--- src/shared/timer_pkg.sv ---
// shared constants, field positions and types for the dual timer block
// assumes a single 25 MHz clock and an sfr-style byte register port
package timer_pkg;
    // register offsets on the special-function register port
    localparam logic [7:0] ctrl_addr = 8'h88;
    localparam logic [7:0] mode_addr = 8'h89;
    localparam logic [7:0] t0_low_addr = 8'h8a;
    localparam logic [7:0] t1_low_addr = 8'h8b;
    localparam logic [7:0] t0_high_addr = 8'h8c;
    localparam logic [7:0] t1_high_addr = 8'h8d;
    localparam logic [7:0] reg_reset = 8'h00;
    // control register bit positions
    localparam int tf1_bit = 7;
    localparam int tr1_bit = 6;
    localparam int tf0_bit = 5;
    localparam int tr0_bit = 4;
    localparam int ie1_bit = 3;
    localparam int it1_bit = 2;
    localparam int ie0_bit = 1;
    localparam int it0_bit = 0;
    // per-timer nibble inside the mode register
    localparam int gate_bit = 3;
    localparam int ct_bit = 2;
    localparam int nib_width = 4;
    // mode encodings
    localparam logic [1:0] mode_prescale = 2'h0;
    localparam logic [1:0] mode_full = 2'h1;
    localparam logic [1:0] mode_reload = 2'h2;
    localparam logic [1:0] mode_hold = 2'h3;
    // prescale width in mode zero
    localparam logic [7:0] prescale_max = 8'h1f;
    // tick dividers
    localparam logic [3:0] div_slow = 4'hb;
    localparam logic [3:0] div_fast = 4'h3;
    // one timer's steering bits
    typedef struct packed {
        logic run;
        logic gate;
        logic count_sel;
        logic [1:0] mode;
        logic fast_div;
        logic hold_in_mode3;
    } timer_ctrl_t;
endpackage

--- src/rtl/timer_unit.sv ---
// one timer/counter: prescaler, source select, gating and the byte pair
// assumes synchronised pin inputs on the same clock
`timescale 1ns/10ps
module timer_unit (
    // clock and reset
    input wire logic clk,
    input wire logic rst,
    // steering
    input wire timer_pkg::timer_ctrl_t ctrl,
    input wire logic gate_pin,
    input wire logic count_fall,
    // software writes
    input wire logic wr_low,
    input wire logic wr_high,
    input wire logic [7:0] wr_data,
    // state
    output logic [7:0] low_q,
    output logic [7:0] high_q,
    output logic overflow
);
    logic [3:0] div_reg; // internal tick divider
    logic [7:0] low_next;
    logic [7:0] high_next;
    logic ovf_next;
    wire [3:0] div_top = ctrl.fast_div ? timer_pkg::div_fast : timer_pkg::div_slow;
    wire tick = (div_reg == div_top);
    wire src = ctrl.count_sel ? count_fall : tick;
    wire enable = ctrl.run && (!ctrl.gate || gate_pin);
    wire halted = ctrl.hold_in_mode3 && (ctrl.mode == timer_pkg::mode_hold);
    wire step = src && enable && !halted;

    // free running tick divider
    always_ff @(posedge clk) begin
        if (rst || tick) begin
            div_reg <= 4'h0;
        end else begin
            div_reg <= div_reg + 4'h1;
        end
    end

    // count update per mode
    always_comb begin
        low_next = low_q;
        high_next = high_q;
        ovf_next = 1'b0;
        if (step) begin
            case (ctrl.mode)
                timer_pkg::mode_prescale: begin
                    if (low_q[4:0] == timer_pkg::prescale_max[4:0]) begin
                        low_next = {low_q[7:5], 5'h00};
                        high_next = high_q + 8'h01;
                        ovf_next = (high_q == 8'hff);
                    end else begin
                        low_next = low_q + 8'h01;
                    end
                end
                timer_pkg::mode_full: begin
                    {high_next, low_next} = {high_q, low_q} + 16'h0001;
                    ovf_next = ({high_q, low_q} == 16'hffff);
                end
                timer_pkg::mode_reload: begin
                    if (low_q == 8'hff) begin
                        low_next = high_q;
                        ovf_next = 1'b1;
                    end else begin
                        low_next = low_q + 8'h01;
                    end
                end
                default: begin
                    // timer zero in mode three runs its low byte as 8-bit
                    low_next = low_q + 8'h01;
                    ovf_next = (low_q == 8'hff);
                end
            endcase
        end
        if (wr_low) begin
            low_next = wr_data;
        end
        if (wr_high) begin
            high_next = wr_data;
        end
    end

    // count registers, kept while halted
    always_ff @(posedge clk) begin
        if (rst) begin
            low_q <= timer_pkg::reg_reset;
            high_q <= timer_pkg::reg_reset;
            overflow <= 1'b0;
        end else begin
            low_q <= low_next;
            high_q <= high_next;
            overflow <= ovf_next;
        end
    end
endmodule // timer_unit

--- src/rtl/dual_timer.sv ---
// two timer/counters plus external interrupt detection
// assumes an sfr port from the core on the same clock; pins asynchronous
`timescale 1ns/10ps
module dual_timer (
    // clock and reset
    input wire logic clk,
    input wire logic rst,
    // special-function register port
    input wire logic sfr_wr,
    input wire logic sfr_rd,
    input wire logic [7:0] sfr_addr,
    input wire logic [7:0] sfr_wdata,
    output logic [7:0] sfr_rdata,
    // clock divide selects from the separate clock control register
    input wire logic timer_zero_clock_divide_select,
    input wire logic timer_one_clock_divide_select,
    // service routine vector acknowledges, one-cycle pulses
    input wire logic timer_zero_vector_ack,
    input wire logic timer_one_vector_ack,
    input wire logic ext_irq_zero_vector_ack,
    input wire logic ext_irq_one_vector_ack,
    // pins
    input wire logic ext_irq_zero_pin,
    input wire logic ext_irq_one_pin,
    input wire logic timer_zero_count_pin,
    input wire logic timer_one_count_pin,
    // flags out to interrupt logic
    output logic [3:0] irq_flags
);
    logic [7:0] ctrl_reg; // control and flags
    logic [7:0] ctrl_next;
    logic [7:0] mode_reg; // mode select
    logic [3:0] sync1_reg; // first synchroniser stage
    logic [3:0] sync2_reg; // second stage
    logic [3:0] prev_reg; // last synced value for edges
    logic [7:0] rdata_next;
    logic [7:0] low_q [2];
    logic [7:0] high_q [2];
    logic [1:0] ovf;
    timer_pkg::timer_ctrl_t tctrl [2];

    // decodes
    wire wr_ctrl = sfr_wr && (sfr_addr == timer_pkg::ctrl_addr);
    wire wr_mode = sfr_wr && (sfr_addr == timer_pkg::mode_addr);
    wire [3:0] fall = prev_reg & ~sync2_reg;
    wire [1:0] irq_pin = sync2_reg[1:0];
    wire [1:0] cnt_fall = fall[3:2];
    wire [1:0] div_sel = {timer_one_clock_divide_select, timer_zero_clock_divide_select};
    wire [1:0] wr_low = {sfr_wr && (sfr_addr == timer_pkg::t1_low_addr),
                         sfr_wr && (sfr_addr == timer_pkg::t0_low_addr)};
    wire [1:0] wr_high = {sfr_wr && (sfr_addr == timer_pkg::t1_high_addr),
                          sfr_wr && (sfr_addr == timer_pkg::t0_high_addr)};

    // pin synchronisers: bits 1:0 irq pins, 3:2 count pins
    always_ff @(posedge clk) begin
        if (rst) begin
            sync1_reg <= 4'hf;
            sync2_reg <= 4'hf;
            prev_reg <= 4'hf;
        end else begin
            sync1_reg <= {timer_one_count_pin, timer_zero_count_pin,
                          ext_irq_one_pin, ext_irq_zero_pin};
            sync2_reg <= sync1_reg;
            prev_reg <= sync2_reg;
        end
    end

    // per-timer steering and instance
    generate
        for (genvar i = 0; i < 2; i++) begin : g_timer
            assign tctrl[i].run = ctrl_reg[timer_pkg::tr0_bit + 2 * i];
            assign tctrl[i].gate = mode_reg[timer_pkg::gate_bit + timer_pkg::nib_width * i];
            assign tctrl[i].count_sel = mode_reg[timer_pkg::ct_bit + timer_pkg::nib_width * i];
            assign tctrl[i].mode = mode_reg[timer_pkg::nib_width * i +: 2];
            assign tctrl[i].fast_div = div_sel[i];
            assign tctrl[i].hold_in_mode3 = (i == 1);
            timer_unit timer_unit_i (
                .clk(clk),
                .rst(rst),
                .ctrl(tctrl[i]),
                .gate_pin(irq_pin[i]),
                .count_fall(cnt_fall[i]),
                .wr_low(wr_low[i]),
                .wr_high(wr_high[i]),
                .wr_data(sfr_wdata),
                .low_q(low_q[i]),
                .high_q(high_q[i]),
                .overflow(ovf[i])
            );
        end
    endgenerate

    // control register next value: software write, then hardware events
    always_comb begin
        ctrl_next = ctrl_reg;
        if (wr_ctrl) begin
            ctrl_next = sfr_wdata;
        end
        // overflow flags: vector clears, overflow set wins
        if (timer_zero_vector_ack) begin
            ctrl_next[timer_pkg::tf0_bit] = 1'b0;
        end
        if (timer_one_vector_ack) begin
            ctrl_next[timer_pkg::tf1_bit] = 1'b0;
        end
        if (ovf[0]) begin
            ctrl_next[timer_pkg::tf0_bit] = 1'b1;
        end
        if (ovf[1]) begin
            ctrl_next[timer_pkg::tf1_bit] = 1'b1;
        end
        // external interrupt zero detect
        if (ctrl_next[timer_pkg::it0_bit]) begin
            if (ext_irq_zero_vector_ack) begin
                ctrl_next[timer_pkg::ie0_bit] = 1'b0;
            end
            if (fall[0]) begin
                ctrl_next[timer_pkg::ie0_bit] = 1'b1;
            end
        end else begin
            ctrl_next[timer_pkg::ie0_bit] = ~irq_pin[0];
        end
        // external interrupt one detect
        if (ctrl_next[timer_pkg::it1_bit]) begin
            if (ext_irq_one_vector_ack) begin
                ctrl_next[timer_pkg::ie1_bit] = 1'b0;
            end
            if (fall[1]) begin
                ctrl_next[timer_pkg::ie1_bit] = 1'b1;
            end
        end else begin
            ctrl_next[timer_pkg::ie1_bit] = ~irq_pin[1];
        end
    end

    // read mux; unmapped addresses read zero
    always_comb begin
        case (sfr_addr)
            timer_pkg::ctrl_addr: rdata_next = ctrl_next;
            timer_pkg::mode_addr: rdata_next = mode_reg;
            timer_pkg::t0_low_addr: rdata_next = low_q[0];
            timer_pkg::t1_low_addr: rdata_next = low_q[1];
            timer_pkg::t0_high_addr: rdata_next = high_q[0];
            timer_pkg::t1_high_addr: rdata_next = high_q[1];
            default: rdata_next = 8'h00;
        endcase
    end

    // registers and registered outputs
    always_ff @(posedge clk) begin
        if (rst) begin
            ctrl_reg <= timer_pkg::reg_reset;
            mode_reg <= timer_pkg::reg_reset;
            sfr_rdata <= 8'h00;
            irq_flags <= 4'h0;
        end else begin
            ctrl_reg <= ctrl_next;
            if (wr_mode) begin
                mode_reg <= sfr_wdata;
            end
            sfr_rdata <= sfr_rd ? rdata_next : 8'h00;
            irq_flags <= {ctrl_next[timer_pkg::tf1_bit], ctrl_next[timer_pkg::tf0_bit],
                          ctrl_next[timer_pkg::ie1_bit], ctrl_next[timer_pkg::ie0_bit]};
        end
    end
endmodule // dual_timer

--- config.mk ---
export PLATFORM = sky130hd
export DESIGN_NAME = dual_timer
export DESIGN_NICKNAME = d
export VERILOG_FILES = /design/src/shared/timer_pkg.sv /design/src/rtl/timer_unit.sv /design/src/rtl/dual_timer.sv
export SDC_FILE = /design/constraint.sdc
export NUM_CORES = 1
export LEC_CHECK = 0
export ABC_AREA = 1
export BUFFER_PORTS_ARGS = -buffer_cell sky130_fd_sc_hd__buf_2
export CAP_MARGIN = 20
export CORE_MARGIN = 8
export CORE_UTILIZATION = 39
export CTS_BUF_LIST = sky130_fd_sc_hd__clkbuf_8
export CTS_CLUSTER_DIAMETER = 80
export CTS_CLUSTER_SIZE = 24
export DETAILED_ROUTE_END_ITERATION = 10
export GPL_TIMING_DRIVEN = 1
export SYNTH_ARGS = -nofsm -noshare
export SYNTH_HDL_FRONTEND = slang
export SYNTH_SLANG_ARGS = --single-unit
--- constraint.sdc ---
create_clock -name clk -period 1.8 [get_ports clk]
set_input_delay 0.36 -clock clk [delete_from_list [all_inputs] [get_ports clk]]
set_output_delay 0.36 -clock clk [all_outputs]
set_load 0.02 [all_outputs]
# After elaboration in Yosys (flattened, before gate mapping)
# Index checks and enable logic that the tools add are counted.
[totals]
regBits = 82
in_bits = 30
output_inout_bits = 12
word_cells = 130
[op_classes]
add_sub_neg = 8
n_eq_ne = 25
mux = 40
bitwise_logic = 7
n_reduce_logical = 33
[ops]
columns = ["op", "count"]
rows = [
  ["8-bit two-way mux", 15],
  ["8-bit equality test, second input constant", 10],
  ["8-bit one-hot mux with 3 select lines", 2],
  ["8-bit one-hot mux with 6 select lines", 1],
  ["16-bit by 1-bit adder with 16-bit output, second input constant", 2],
  ["8-bit by 1-bit adder with 8-bit output, second input constant", 4],
  ["16-bit equality test, second input constant", 2],
  ["8-bit one-hot mux with 2 select lines", 2],
  ["1-bit two-way mux", 16],
  ["1-bit logical AND", 11],
  ["5-bit equality test, second input constant", 2],
  ["4-bit by 1-bit adder with 4-bit output, second input constant", 2],
  ["4-bit equality test", 2],
  ["4-bit two-way mux", 2],
  ["2-bit nonzero test", 4],
  ["2-bit equality test, second input constant", 3],
  ["3-bit by 1-bit != test with 1-bit output, second input constant", 2],
  ["3-bit by 2-bit != test with 1-bit output, second input constant", 2],
  ["1-bit one-hot mux with 3 select lines", 2],
  ["3-bit AND reduction", 2],
  ["3-bit nonzero test", 2],
  ["2-bit OR reduction", 3],
  ["1-bit NOT", 5],
  ["4-bit AND", 1],
  ["other kinds (6)", 14],
]

# Logic depth before layout (Yosys ltp)
[logic_depth]
depth_word = 7
ltp_mapped = 12
mapped_depth_nobuf = 12

# Cells and area by module
# From an unflattened synthesis, not the netlist that was laid out.
[hier_totals]
hier_cells = 821
hier_area_um2 = 5362.6
[modules_own_cells]
columns = ["module", "n_inst", "cells_per_inst", "area_each_um2", "seq_area_each_um2"]
rows = [
  ["dual_timer", 1, 267, 1991.9, 720.7],
  ["timer_unit (g_timer[0].timer_unit_i)", 1, 280, 1712.9, 420.4],
  ["timer_unit (g_timer[1].timer_unit_i)", 1, 274, 1657.8, 420.4],
]

# Worst setup path before layout
# OpenSTA, ideal clock, no wires.
[synth_path]
path_kind = "reg-to-reg"
from = "register g_timer[0].timer_unit_i.low_q[0]"
to = "register g_timer[0].timer_unit_i.high_q[0]"
setup_time_ns = 0.065
arrival_time_ns = 1.772
t_required_ns = 1.735
path_slack_ns = -0.037
path_stages_with_launch = 13
n_path_buf = 0
period_less_slack_ns = 1.837
cell_sequence = "dfxtp_1 ha_1 nand2_1 nor2_1 ha_1 inv_1 a21oi_1 nand3_1 nor2_2 inv_1 nor2_1 nor2_1 nor2_1"
[synth_between]
elab_chain_cells = 4
elab_cells_between_ends = 7
classes_between = "add/sub (1); eq/ne (2); mux (3); reduce/logical (1)"
[synth_rtl]
columns = ["item", "line", "text"]
rows = [
  ["from (decl)", "timer_unit.sv:17", "output logic [7:0] low_q,"],
  ["from (signal assigned)", "timer_unit.sv:87", "low_q <= timer_pkg::reg_reset;"],
  ["from (signal assigned)", "timer_unit.sv:91", "low_q <= low_next;"],
  ["16-bit by 1-bit adder with 16-bit output", "timer_unit.sv:58", "{high_next, low_next} = {high_q, low_q} + 16'h0001;"],
  ["8-bit one-hot mux with 2 select lines", "timer_unit.sv:47", "case (ctrl.mode)"],
  ["8-bit two-way mux", "timer_unit.sv:46", "if (step) begin"],
  ["8-bit two-way mux", "timer_unit.sv:79", "if (wr_high) begin"],
  ["to (signal assigned)", "timer_unit.sv:88", "high_q <= timer_pkg::reg_reset;"],
  ["to (signal assigned)", "timer_unit.sv:92", "high_q <= high_next;"],
  ["to (decl)", "timer_unit.sv:18", "output logic [7:0] high_q,"],
]
# Several ways; a longest one is shown, not always the timed one. The select of a mux whose other input is x is not followed.
# A chain may end at the register's enable or synchronous reset.

# Worst setup path in the final report
[layout_path]
from = "register g_timer[0].timer_unit_i.low_q[1]"
to = "register g_timer[0].timer_unit_i.low_q[7]"
[layout_between]
elab_chain_cells = 5
elab_cells_between_ends = 11
classes_between = "add/sub (2); eq/ne (3); mux (5); reduce/logical (1)"
[layout_rtl]
columns = ["item", "line", "text"]
rows = [
  ["8-bit by 1-bit adder with 8-bit output / 8-bit equality test (equally long branches)", "--", ""],
  ["8-bit two-way mux (on tied branches)", "timer_unit.sv:62, timer_unit.sv:49", ""],
  ["8-bit one-hot mux with 3 select lines", "timer_unit.sv:47", ""],
  ["8-bit two-way mux", "timer_unit.sv:46", ""],
  ["8-bit two-way mux", "timer_unit.sv:76", "if (wr_low) begin"],
]
# Several ways; a longest one is shown, not always the timed one. The select of a mux whose other input is x is not followed.

==> results.md <==
* Status: finished, final reports clean
* Final ANT Viol Nets at 0
* #FFs+latches synth at 78
* Min-Delay Path Depth at 2
* Antenna violations before repair at 0
* # DRC at 0
* Crit Path Max Fanout at 5
* CTS tree: built
* CP Launch Type: flip-flop
* Tightest Pin Transition at 0.496 ns
* Seq/Total Area, Yosys at about 32%
* Synth async-reset ratio at 0%
* R2r startpoint: g_timer[0].timer_unit_i.low_q[1]
* Synth top area share at 32.2%
* Hold Startpoint: timer_one_count_pin
* I/O Pins at 42
* Reg-to-reg setup timing slack at 0.02 ns
* Die Height at 128 um
* Port bufs at 41
* GRT Overall Usage at 20.9%
* Post-synth EDFFs at 0
* Clock Pin Slew Worst Setup and Hold Paths at 0.08 ns
* Critical path type: reg2reg
* Setup Viol. Count Final at 0
* Post-Syn Instances at 771
* DR iter-0 viols at between 400 and 500
* Syn_area_per_cell at roughly 6.3 sq um
* Worst Hold End: sync1_reg[3]
* DP Wirelength at 13100 um
* Commonest non-fill, non-tap cell in the layout: nand2_1
* Worst min path class: in2reg
* FF-to-FF End: g_timer[0].timer_unit_i.low_q[7]
* H-tree depth at 3
* Maximum root-to-sink buffer count at 2
* Final period utilization at 98.9%
* VDD IR max at 0.000432 V
* Final Max Tran Viols at 0
* Die ar. at 16300 sq um
* Yosys top cell by area: dfxtp_1
* First drt pass iteration count at 5
* GRT Max-Usage Layer: met2
* Most frequent cells in the layout: nand2_1, inv_1, dfxtp_1, nor2_1, buf_4
* M2 GR Usage at 35.9%
* TritonCTS Sinks at 78
* Mapped Area at 4850 sq um
* Clock skew at 0.0127 ns
* Largest net degree at the start of global routing at 42
* Number of synthesis warnings at 0
* Ant. Diodes at 0
* Total wire length at 17000 um
* Post-synth cell types at 41
* Sum Neg Setup Slack at 0 ns
* Critical Path RT at 2.07 ns
* Max cap viols at 0
* Clk_lat worst skew at 0.37 ns
* Via count at 5394
* Final hold vios at 0
* Vias per cell at 5.15
* Layout Nets at about 910
* Routed WL per cell at approximately 16 um
* Leak at 2.69 nW
* Cts hold-fix bufs at 0
* RSZ-0062 raised after global routing: true
* Grt met1 use at 26.2%
* Clk Tree Root Cell: clkbuf_8
* Layout cells sized above 1 at 25.6%
* Starting Density at 40.2%
* Area delta synth->final at 27.3%
* Area contributors post-synth: dfxtp_1, nand2_1, inv_1, nand3_1, nor2_1
* First-pass GRT wire length at between 20000 and 30000 um
* Final Power at between 0.003 and 0.004 W
* Cell count of the worst reg-to-reg path at 10
* Most used DFF post-synth: dfxtp_1
* Top flop regs: g_timer.timer_unit_i.high_q (16), g_timer.timer_unit_i.low_q (16)
* Crit path arrival time at 2.05 ns
* CP Capture Type: flip-flop
* Num CTS Buffers at 9
* Post-route minimum period at 1.78 ns
* Fmax at 0.562 GHz
* Pwr Density at between 500 and 600 nW/um^2
* Core box area at 12100 sq um
* Slew HR at 66.9%
* Gpl congestion at 0.966
* Total congestion overflow at 0
* Syn_nets at 809
* Cell Rows at 40
* Global routing usage on met3 at 3.20%
* Vias in the first global route at between 5000 and 6000
* Chip width at 128 um
Yosys cell counts (all sizes together), types with 2 or more instances:
cell type / number
clkbuf: 10
dfxtp: 78
xor2: 11
o21ai: 43
o211ai: 5
nor2: 95
nand2: 204
o21a: 2
buf: 7
a21oi: 49
inv: 113
a31oi: 2
or2: 12
ha: 8
nand3: 71
clkinv: 4
xnor2: 3
nand4: 22
nor3: 18
nor4: 2
o22ai: 8
logic make-up after synthesis:
group,share of synthesized area (%)
adders and majority gates,2.06
DFF,32.2
AOI/OAI and AO/OA,12.7
buffers and inverters,11.0
xor gates and xnor gates,2.53
and+or+nand+nor,39.6
worst max path at each step:
| stage | from | to | slack (ns) | depth (start not counted) |
|---|---|---|---|---|
| 2_1_floorplan | g_timer[0].timer_unit_i.low_q[1] | g_timer[0].timer_unit_i.high_q[0] | 0.007 | 12 |
| 3_3_place_gp | g_timer[0].timer_unit_i.low_q[1] | g_timer[0].timer_unit_i.high_q[0] | -0.15 | 12 |
| 3_5_place_dp | g_timer[0].timer_unit_i.low_q[1] | g_timer[0].timer_unit_i.high_q[0] | -0.15 | 12 |
| 4_1_cts | g_timer[1].timer_unit_i.low_q[0] | g_timer[1].timer_unit_i.high_q[2] | 0.009 | 12 |
| 5_1_grt | g_timer[0].timer_unit_i.low_q[0] | g_timer[0].timer_unit_i.low_q[2] | -0.06 | 11 |
| 6_report | g_timer[0].timer_unit_i.low_q[1] | g_timer[0].timer_unit_i.low_q[7] | 0.02 | 10 |
worst max-delay path, cell delays in order (launching register included):
cell	delay, ns
dfxtp_2	0.36
ha_4	0.15
nand2_4	0.06
buf_4	0.14
nor3_4	0.28
nand3_2	0.17
nor2_4	0.16
nand2_4	0.09
buf_4	0.14
nand4_1	0.08
a21oi_2	0.06
power by group:
group | internal [W] | switching (W) | total (W)
Clock | 0.000633 | 0.000697 | 0.00133
Sequential | 0.00175 | 0.0000127 | 0.00176
Combinational | 0.0000805 | 0.000164 | 0.000245
Total | 0.00246 | 0.000874 | 0.00334
layout make-up:
class	count	area [sq um]
clock buffers	9	124
clock inverters	7	66.3
fillers	1238	5880
inverters	117	443
multi-input cells	559	3010
flip-flops and latches	78	1570
well taps	168	210
repair buffers	109	757
what timing repair did:
item,4_1_cts,5_1_grt
buffers inserted,1,11
hold endpoints to repair,0,0
pin swaps,4,32
cloned,0,0
resized for setup,6,61
endpoints found under the setup margin,14,29
per-layer routing:
layer  routed length [um]  part of all wire (%)
met5                    0                     0
met4                  371                   2.2
met3                  986                   5.8
met2                 8340                    49
met1                 7320                    43
stage by stage:
| step | util, % | std cells | cell area [sq um] | setup slack (ns) | hold slack [ns] |
|---|---|---|---|---|---|
| final | 51.3 | 1047 | 6180 | 0.0200 | 0.166 |
| after floorplan | - | 771 | 4870 | 0.00653 | 0.389 |
| after detailed placement | 46.9 | 1020 | 5660 | -0.147 | 0.398 |
| after global routing | 51.3 | 1047 | 6180 | -0.0634 | 0.153 |
| after CTS | 48.8 | 1037 | 5880 | 0.00870 | 0.156 |
| after global placement | 46.9 | 1020 | 5660 | -0.146 | 0.401 |
No activity file was read; power rests on OpenSTA's default activity.
